===== src/pkg/spi_port_map.svh =====
// Register map, field positions, reset values and divider counts of the serial port.
`ifndef SPI_PORT_MAP_SVH
`define SPI_PORT_MAP_SVH
`define PORT_CONTROL_IDX        8'h10
`define PORT_STATUS_CONTROL_IDX 8'h11
`define PORT_DATA_IDX           8'h12
`define CTL_RX_IE               7
`define CTL_MASTER_SELECT       5
`define CTL_CPOL                4
`define CTL_CPHA                3
`define CTL_WIRED_OR_MODE       2
`define CTL_MODULE_ENABLE       1
`define CTL_TX_IE               0
`define ST_RX_FULL              7
`define ST_ERR_IE               6
`define ST_OVERFLOW             5
`define ST_MODE_FAULT           4
`define ST_TX_EMPTY             3
`define ST_FAULT_DETECT_ENABLE  2
`define ST_RATE_HI              1
`define ST_RATE_LO              0
`define ST_WRITE_MASK           8'h47
`define CTL_RESET               8'h28
`define ST_RESET                8'h08
`define HALF_DIV0               5'h00
`define HALF_DIV1               5'h03
`define HALF_DIV2               5'h07
`define HALF_DIV3               5'h0F
`define EDGE_LAST               5'h0F
`define PIN_MOSI                0
`define PIN_SCLK                1
`define PIN_SS                  2
`endif


===== src/pkg/spi_port_pkg.sv =====
// Types shared by the serial port design.
`default_nettype none
package spi_port_pkg;
    typedef enum logic {
        XFER_IDLE,
        XFER_RUN
    } xfer_e;
    typedef logic [7:0] byte_t;
    typedef struct packed {
        byte_t      ctrl;
        byte_t      stat;
        byte_t      txbuf;
        byte_t      shreg;
        byte_t      rxbuf;
        byte_t      prdata;
        logic       pslverr;
        logic       txfull;
        xfer_e      state;
        logic [4:0] ecnt;
        logic [4:0] div;
        logic       sclk_out;
        logic       dout;
        logic [2:0] sclk_sync;
        logic [2:0] ss_sync;
        logic [1:0] mosi_sync;
        logic [1:0] miso_sync;
        logic       fault_arm;
        logic       ovr_arm;
        logic [3:0] lead_cnt;
    } state_s;
endpackage
`default_nettype wire


===== src/rtl/spi_port.sv =====
// Serial port: APB registers, master and slave byte engine, pin ownership and break protection.
//
// How it works
// - Break clear enable lets accesses during break clear status bits normally.
// - A flag cleared during break stays cleared after break ends.
// - Without break clear enable, break accesses leave flags; two-step clears finish later.
// - Data write during protected break is dropped: no load, no transfer.
// - Four pins: data in, data out, serial clock, select; three shared.
// - Wired-OR mode makes the data-out pin open drain.
// - MISO driven only as selected slave; select high floats it.
// - Enabled port owns MISO, MOSI and clock directions over port direction.
// - Master drives serial clock; slave takes it as input.
// - One byte each way in exactly eight serial clock cycles.
// - Master shifts out on MOSI while capturing MISO.
// - Slave select is always an input in slave role.
// - Slave with select high ignores every clock edge.
// - Master select level raises mode fault only with fault detect enabled.
// - Master select pin is port I/O without fault detect, input with it.
// - Select pin level stays readable through the shared port.
// - Control, status-control and data registers at indices 10, 11, 12.
// - Master with fault detect sets mode fault whenever select is low.
// - Slave phase zero starts on select fall and drives MSB at once.
`include "spi_port_map.svh"
`default_nettype none
module spi_port (
    input  wire logic                  clk_sys,
    input  wire logic                  srst,
    input  wire logic                  psel,
    input  wire logic                  penable,
    input  wire logic                  pwrite,
    input  wire logic [7:0]            paddr,
    input  wire spi_port_pkg::byte_t   pwdata,
    output logic                       pready,
    output spi_port_pkg::byte_t        prdata,
    output logic                       pslverr,
    input  wire logic                  break_active,
    input  wire logic                  break_clear_enable,
    input  wire logic [2:0]            gp_out,
    input  wire logic [2:0]            gp_dir,
    output logic [2:0]                 pin_level,
    input  wire logic                  miso_in,
    output logic                       miso_out,
    output logic                       miso_oe_n,
    input  wire logic                  mosi_in,
    output logic                       mosi_out,
    output logic                       mosi_oe_n,
    input  wire logic                  serial_clock_pin_in,
    output logic                       serial_clock_pin_out,
    output logic                       serial_clock_pin_oe_n,
    input  wire logic                  ss_in,
    output logic                       ss_out,
    output logic                       ss_oe_n
);
    import spi_port_pkg::*;

    // ------------------------------------------------------------
    // Address decode
    // ------------------------------------------------------------
    localparam logic [7:0] ADDR_CTRL = 8'(`PORT_CONTROL_IDX * 4);
    localparam logic [7:0] ADDR_STAT = 8'(`PORT_STATUS_CONTROL_IDX * 4);
    localparam logic [7:0] ADDR_DATA = 8'(`PORT_DATA_IDX * 4);

    state_s q;
    state_s next_q;

    logic enabled;
    logic master;
    logic cpol;
    logic cpha;
    logic wom;
    logic fde;
    logic ss_lvl;
    logic clr_ok;
    logic acc;
    logic wr_ctrl;
    logic wr_data;
    logic rd_stat;
    logic rd_data;
    logic fault_now;
    logic slave_edge;
    logic lead;
    logic edge_go;
    logic capture;
    logic din;
    logic [4:0] half;

    assign enabled = q.ctrl[`CTL_MODULE_ENABLE];
    assign master  = q.ctrl[`CTL_MASTER_SELECT];
    assign cpol    = q.ctrl[`CTL_CPOL];
    assign cpha    = q.ctrl[`CTL_CPHA];
    assign wom     = q.ctrl[`CTL_WIRED_OR_MODE];
    assign fde     = q.stat[`ST_FAULT_DETECT_ENABLE];
    assign ss_lvl  = q.ss_sync[1];
    // Status bits may only be cleared outside break unless break clearing is allowed.
    assign clr_ok  = !break_active || break_clear_enable;
    assign acc     = psel && penable;
    assign wr_ctrl = acc && pwrite && (paddr == ADDR_CTRL);
    assign wr_data = acc && pwrite && (paddr == ADDR_DATA);
    assign rd_stat = acc && !pwrite && (paddr == ADDR_STAT);
    assign rd_data = acc && !pwrite && (paddr == ADDR_DATA);
    assign fault_now = enabled && master && fde && !ss_lvl;
    assign din = master ? q.miso_sync[1] : q.mosi_sync[1];
    // A select-high slave sees no edges at all, even mid-byte.
    assign slave_edge = !master && !ss_lvl && (q.sclk_sync[1] != q.sclk_sync[2]);
    assign lead = master ? !q.ecnt[0] : (q.sclk_sync[2] == cpol);
    assign capture = lead ^ cpha;

    always_comb begin
        case (q.stat[`ST_RATE_HI:`ST_RATE_LO])
            2'd0: half = `HALF_DIV0;
            2'd1: half = `HALF_DIV1;
            2'd2: half = `HALF_DIV2;
            default: half = `HALF_DIV3;
        endcase
    end

    always_comb begin
        edge_go = 1'b0;
        if (enabled && q.state == XFER_RUN) begin
            edge_go = master ? (q.div == 5'h00) : slave_edge;
        end else if (enabled && !master && cpha && slave_edge && lead) begin
            edge_go = 1'b1;
        end
    end

    // ------------------------------------------------------------
    // Next state
    // ------------------------------------------------------------
    always_comb begin
        next_q = q;
        next_q.sclk_sync = {q.sclk_sync[1:0], serial_clock_pin_in};
        next_q.ss_sync   = {q.ss_sync[1:0], ss_in};
        next_q.mosi_sync = {q.mosi_sync[0], mosi_in};
        next_q.miso_sync = {q.miso_sync[0], miso_in};
        next_q.pslverr   = 1'b0;
        if (psel && !penable) begin
            next_q.pslverr = !(paddr == ADDR_CTRL || paddr == ADDR_STAT || paddr == ADDR_DATA);
            case (paddr)
                ADDR_CTRL: next_q.prdata = q.ctrl;
                ADDR_STAT: next_q.prdata = q.stat;
                ADDR_DATA: next_q.prdata = q.rxbuf;
                default:   next_q.prdata = 8'h00;
            endcase
        end
        if (wr_ctrl) begin
            next_q.ctrl = pwdata;
        end
        if (acc && pwrite && paddr == ADDR_STAT) begin
            next_q.stat = (q.stat & ~`ST_WRITE_MASK) | (pwdata & `ST_WRITE_MASK);
        end
        // First step of the two-step clears; an arm taken before break survives it.
        if (rd_stat && clr_ok) begin
            if (q.stat[`ST_MODE_FAULT]) next_q.fault_arm = 1'b1;
            if (q.stat[`ST_OVERFLOW]) next_q.ovr_arm = 1'b1;
        end
        if (rd_data && clr_ok) begin
            next_q.stat[`ST_RX_FULL] = 1'b0;
            if (q.ovr_arm) begin
                next_q.stat[`ST_OVERFLOW] = 1'b0;
                next_q.ovr_arm = 1'b0;
            end
        end
        if (wr_data && clr_ok) begin
            next_q.txbuf = pwdata;
            next_q.txfull = 1'b1;
            next_q.stat[`ST_TX_EMPTY] = 1'b0;
            if (q.fault_arm && !fault_now) begin
                next_q.stat[`ST_MODE_FAULT] = 1'b0;
                next_q.fault_arm = 1'b0;
            end
        end
        if (!enabled) begin
            next_q.state = XFER_IDLE;
            next_q.txfull = 1'b0;
            next_q.stat[`ST_TX_EMPTY] = 1'b1;
            next_q.shreg = 8'h00;
            next_q.ecnt = 5'h00;
            next_q.sclk_out = cpol;
            next_q.dout = 1'b0;
        end else begin
            if (q.state == XFER_IDLE && q.txfull) begin
                next_q.shreg = q.txbuf;
                next_q.dout = q.txbuf[7];
                next_q.txfull = 1'b0;
                next_q.stat[`ST_TX_EMPTY] = 1'b1;
                if (master) begin
                    next_q.state = XFER_RUN;
                    next_q.ecnt = 5'h00;
                    next_q.div = half;
                    next_q.lead_cnt = 4'h0;
                end
            end
            if (!master && !cpha && q.ss_sync[2] && !ss_lvl) begin
                next_q.state = XFER_RUN;
                next_q.ecnt = 5'h00;
                next_q.dout = q.shreg[7];
                next_q.lead_cnt = 4'h0;
            end
            if (q.state == XFER_IDLE && edge_go) begin
                next_q.state = XFER_RUN;
                next_q.ecnt = 5'h00;
                next_q.lead_cnt = 4'h0;
            end
            if (master && q.state == XFER_RUN && q.div != 5'h00) begin
                next_q.div = q.div - 5'h01;
            end
            if (edge_go) begin
                if (master) begin
                    next_q.div = half;
                    next_q.sclk_out = !q.sclk_out;
                end
                if (lead) next_q.lead_cnt = next_q.lead_cnt + 4'h1;
                if (capture) begin
                    next_q.shreg = {q.shreg[6:0], din};
                end else begin
                    next_q.dout = q.shreg[7];
                end
                next_q.ecnt = q.ecnt + 5'h01;
                if (q.state == XFER_RUN && q.ecnt == `EDGE_LAST) begin
                    // Sixteen edges make eight clock cycles and one byte each way.
                    next_q.state = XFER_IDLE;
                    next_q.ecnt = 5'h00;
                    if (next_q.stat[`ST_RX_FULL]) begin
                        next_q.stat[`ST_OVERFLOW] = 1'b1;
                    end else begin
                        // Phase zero ends on a launch edge, so the byte is already whole in the shift register.
                        next_q.rxbuf = capture ? {q.shreg[6:0], din} : q.shreg;
                        next_q.stat[`ST_RX_FULL] = 1'b1;
                    end
                end
            end
            if (!master && q.state == XFER_RUN && ss_lvl && fde) begin
                next_q.stat[`ST_MODE_FAULT] = 1'b1;
            end
            // A master fault drops enable so the port stops fighting another master on its pins.
            if (fault_now) begin
                next_q.stat[`ST_MODE_FAULT] = 1'b1;
                next_q.ctrl[`CTL_MODULE_ENABLE] = 1'b0;
                next_q.state = XFER_IDLE;
            end
        end
    end

    always_ff @(posedge clk_sys) begin
        if (srst) begin
            q <= '0;
            q.ctrl <= `CTL_RESET;
            q.stat <= `ST_RESET;
            q.sclk_sync <= 3'b000;
            q.ss_sync <= 3'b111;
        end else begin
            q <= next_q;
        end
    end

    // ------------------------------------------------------------
    // Pins and bus outputs
    // ------------------------------------------------------------
    assign pready  = 1'b1;
    assign prdata  = q.prdata;
    assign pslverr = q.pslverr;
    assign pin_level = {q.ss_sync[1], q.sclk_sync[1], q.mosi_sync[1]};

    always_comb begin
        // Open drain drives only a low; a high is left to the pull-up.
        if (enabled && master) begin
            mosi_out  = wom ? 1'b0 : q.dout;
            mosi_oe_n = wom ? q.dout : 1'b0;
            serial_clock_pin_out  = wom ? 1'b0 : q.sclk_out;
            serial_clock_pin_oe_n = wom ? q.sclk_out : 1'b0;
        end else if (enabled) begin
            mosi_out  = 1'b0;
            mosi_oe_n = 1'b1;
            serial_clock_pin_out  = 1'b0;
            serial_clock_pin_oe_n = 1'b1;
        end else begin
            mosi_out  = gp_out[`PIN_MOSI];
            mosi_oe_n = !gp_dir[`PIN_MOSI];
            serial_clock_pin_out  = gp_out[`PIN_SCLK];
            serial_clock_pin_oe_n = !gp_dir[`PIN_SCLK];
        end
        if (enabled && !master && !ss_lvl) begin
            miso_out  = wom ? 1'b0 : q.dout;
            miso_oe_n = wom ? q.dout : 1'b0;
        end else begin
            miso_out  = 1'b0;
            miso_oe_n = 1'b1;
        end
        if (enabled && (!master || fde)) begin
            ss_out  = 1'b0;
            ss_oe_n = 1'b1;
        end else begin
            ss_out  = gp_out[`PIN_SS];
            ss_oe_n = !gp_dir[`PIN_SS];
        end
    end
endmodule
`default_nettype wire


===== config.mk =====
export PLATFORM = sky130hd
export DESIGN_NAME = spi_port
export DESIGN_NICKNAME = d
export VERILOG_FILES = /design/src/pkg/spi_port_pkg.sv /design/src/rtl/spi_port.sv
export VERILOG_INCLUDE_DIRS = /design/src /design/src/pkg
export SDC_FILE = /design/constraint.sdc
export NUM_CORES = 1
export LEC_CHECK = 0
export BUFFER_PORTS_ARGS = -buffer_cell sky130_fd_sc_hd__buf_2
export CORE_UTILIZATION = 57
export CTS_BUF_LIST = sky130_fd_sc_hd__clkbuf_16
export DETAILED_ROUTE_END_ITERATION = 6
export GPL_TIMING_DRIVEN = 0
export PLACE_DENSITY = 0.77
export SLEW_MARGIN = 20
export SYNTH_ARGS = -nofsm -noshare
export SYNTH_HDL_FRONTEND = slang
export SYNTH_SLANG_ARGS = --single-unit

===== constraint.sdc =====
create_clock -name clk_sys -period 2.7 [get_ports clk_sys]
set_clock_uncertainty 0.2 [all_clocks]
set_input_delay 0.405 -clock clk_sys [delete_from_list [all_inputs] [get_ports clk_sys]]
set_output_delay 0.405 -clock clk_sys [all_outputs]
set_load 0.02 [all_outputs]

==> flow_summary.ini <==
[worst_setup_path]
r2r-end = q[44]
cp_max_fo = 10
path_class = flop to primary output
cp_data_arrival_time_ps = 1890
rrSetupSlack_ps = 240
startpoint_type = flop
reg2reg_from = q[23]
endpoint_kind = primary output
critPathRequiredTime_ps = 2100
reg2reg_depth = 7

[clock_tree]
clk-insertion-delay-late_ps = 330
cts.clk_slew.worst_paths_ps = 50
holdBufCountCts = 0
clockBufferDepth = 2
postCtsSetupBuffers = 0
cts-root-buf = clkbuf_16
clock_sink_count = 75
cts_tree = done
cts_resized = 0
cts_inserted_buffers = 9
htreeDepth = 3

[placed_design]
placed_area_mm2 = 0.00412
place_ws_ps = 370
io_buffers = 52
gp_congestion = 0.888
hpwlAfterDp_um = 6890

[global_route]
grt_pass1_vias = 3183
grt_usage = 0.281
grt_max_degree = 13
overflow = 0
antenna_found_initial = 0
grt_pass1_wl_um = 15500

[layout]
areaGrowthSynthToFinish_pct = 17.1
nNetsFinal = 535
fin_area_mm2 = 0.00440
layout_commonest_cell = dfxtp_1
final_cell_mix = dfxtp_1, buf_2, nand2_1
antenna_cells = 0
drive_gt1_frac = 0.208

[floorplan]
die_h_um = 83.2
start_util = 0.592
core-area_mm2 = 0.00635
ios = 54
design.die.area_mm2 = 0.00692
dieWidth_um = 83.2
core.rowCount = 29

[timing]
hold_viol = 0
hold_ws_ps = 58.2
finalSetupViolCount = 0
finalCriticalPeriod_ps = 2500
rsz0062_at_grt = false
slew-limit-headroom = 0.554
period_share = 0.925
setup_ws_ps = 204
tns_ps = 0
fmax_mhz = 401
maxSlewViolCount = 0
tightest_slew_ps = 669

[synth]
syn_nets = 472
avgSynthCellArea_um2 = 8.60
yosys_warnings = 0
syn_inst = 437
async_flop_share = 0
netlist_area_mm2 = 0.00376
seq_area_frac_synth = 0.399
ys_types = 59
synth_edf_count = 0
ys_ff_latch = 75
ys_dominant_reg_cell = dfxtp_1

[route]
vias = 3389
maxUsedRoutingLayer = met4
routed-wl-met2_um = 4500
drc = 0
routed-wl-met3_um = 576
wl_um = 9450
wl_met1_um = 4150
drtIter0Drc = 193
ant_nets = 0
drtPass1Iterations = 5
vias_per_cell = 5.82
wire_per_inst_um = 16.2

[worst_hold_path]
hold_path_class = input port to flop
hold_path_end = next_q[11]
min_from = ss_in
min_path_cells = 2

[power_and_ir_drop]
power.density_mw_per_mm2 = 542
ir_worst_vdd_mv = 0.473
leakagePower_nw = 1.78

[job]
max_cap_viol_count = 0

[run_status]
status = complete, no violations
==> synth_stat cells, types with 4 or more instances <==
master     n  share of area
o21ai_0   18          0.024
dfxtp_1   75           0.40
mux2i_1   34          0.091
nand2_1   43          0.043
a22oi_1    8          0.016
a31oi_1    6          0.010
inv_1     13          0.013
nor3_1     6         0.0080
buf_2      7         0.0093
nor2b_1   17          0.028
o31ai_1    5          0.010
a211oi_1  19          0.038
clkbuf_1  17          0.017
o211ai_1   4         0.0080
nand3_1   12          0.016
buf_4     13          0.026
and2_1     4         0.0067
nand2b_1   4         0.0067
or2_2      4         0.0067
a21oi_1   28          0.037
nor2_1    38          0.038
==> worst max-delay path: stages, from the launching register on <==
cell and delay [ps]:
dfxtp_1 330, buf_6 140, clkbuf_1 330, clkbuf_1 420, a31oi_1 150, buf_2 190
==> sequential cells by signal, indices dropped and copies added (netlist names) <==
register and flops:
q 54, prdata 8, next_q 4, pin_level 3
cpha 1, cpol 1, enabled 1, fde 1
master 1, pslverr 1
==> per-stage QoR <==
stage / power (mW) / util / cells
after floorplan: 1.20 / - / 437
after global placement: 1.25 / 0.648 / 566
after detailed placement: 1.25 / 0.648 / 566
after CTS: 2.39 / 0.693 / 582
after global routing: 2.46 / 0.693 / 582
final: 2.38 / 0.693 / 582
==> area by class of cell <==
type                       instances  area (um2)
inverter                          14        52.6
fill                             510        1950
clock inverter                     7        60.1
buffer                            40         230
multi-input combinational        308        1980
sequential                        75        1500
clock buffer                       9         225
tap                               77        96.3
timing repair buffer              52         260
==> power by group <==
group | internal [mW] | total [mW] | switching, mW
Sequential | 1.11 | 1.12 | 0.00442
Combinational | 0.0431 | 0.109 | 0.0660
Clock | 0.704 | 1.16 | 0.453
==> worst max-delay path by stage <==
stage	from	slack, ps	endpoint
global placement	q[23]	400	q[46]
finish	enabled	200	serial_clock_pin_oe_n
detailed placement	q[23]	370	q[41]
floorplan	paddr[7]	670	q[67]
global route	enabled	110	serial_clock_pin_oe_n
CTS	enabled	230	serial_clock_pin_oe_n
==> routing by layer <==
layer  vias up  track usage
met3        20       0.0437
met5         -            0
li1       1683            -
met4         0        0.124
met2       116        0.463
met1      1570        0.362
==> cell families after synthesis <==
family,count (synthesis),share of synthesized area
multiplexers,36,0.0965
AO/OA/AOI/OAI,111,0.197
other,1,0.000997
buffers and inverters,54,0.0752
adder cells (fa/ha/maj),2,0.00665
AND/OR/NAND/NOR,154,0.215
flip-flops,75,0.399
XOR/XNOR,4,0.00932
No activity file was read; power rests on OpenSTA's default activity.
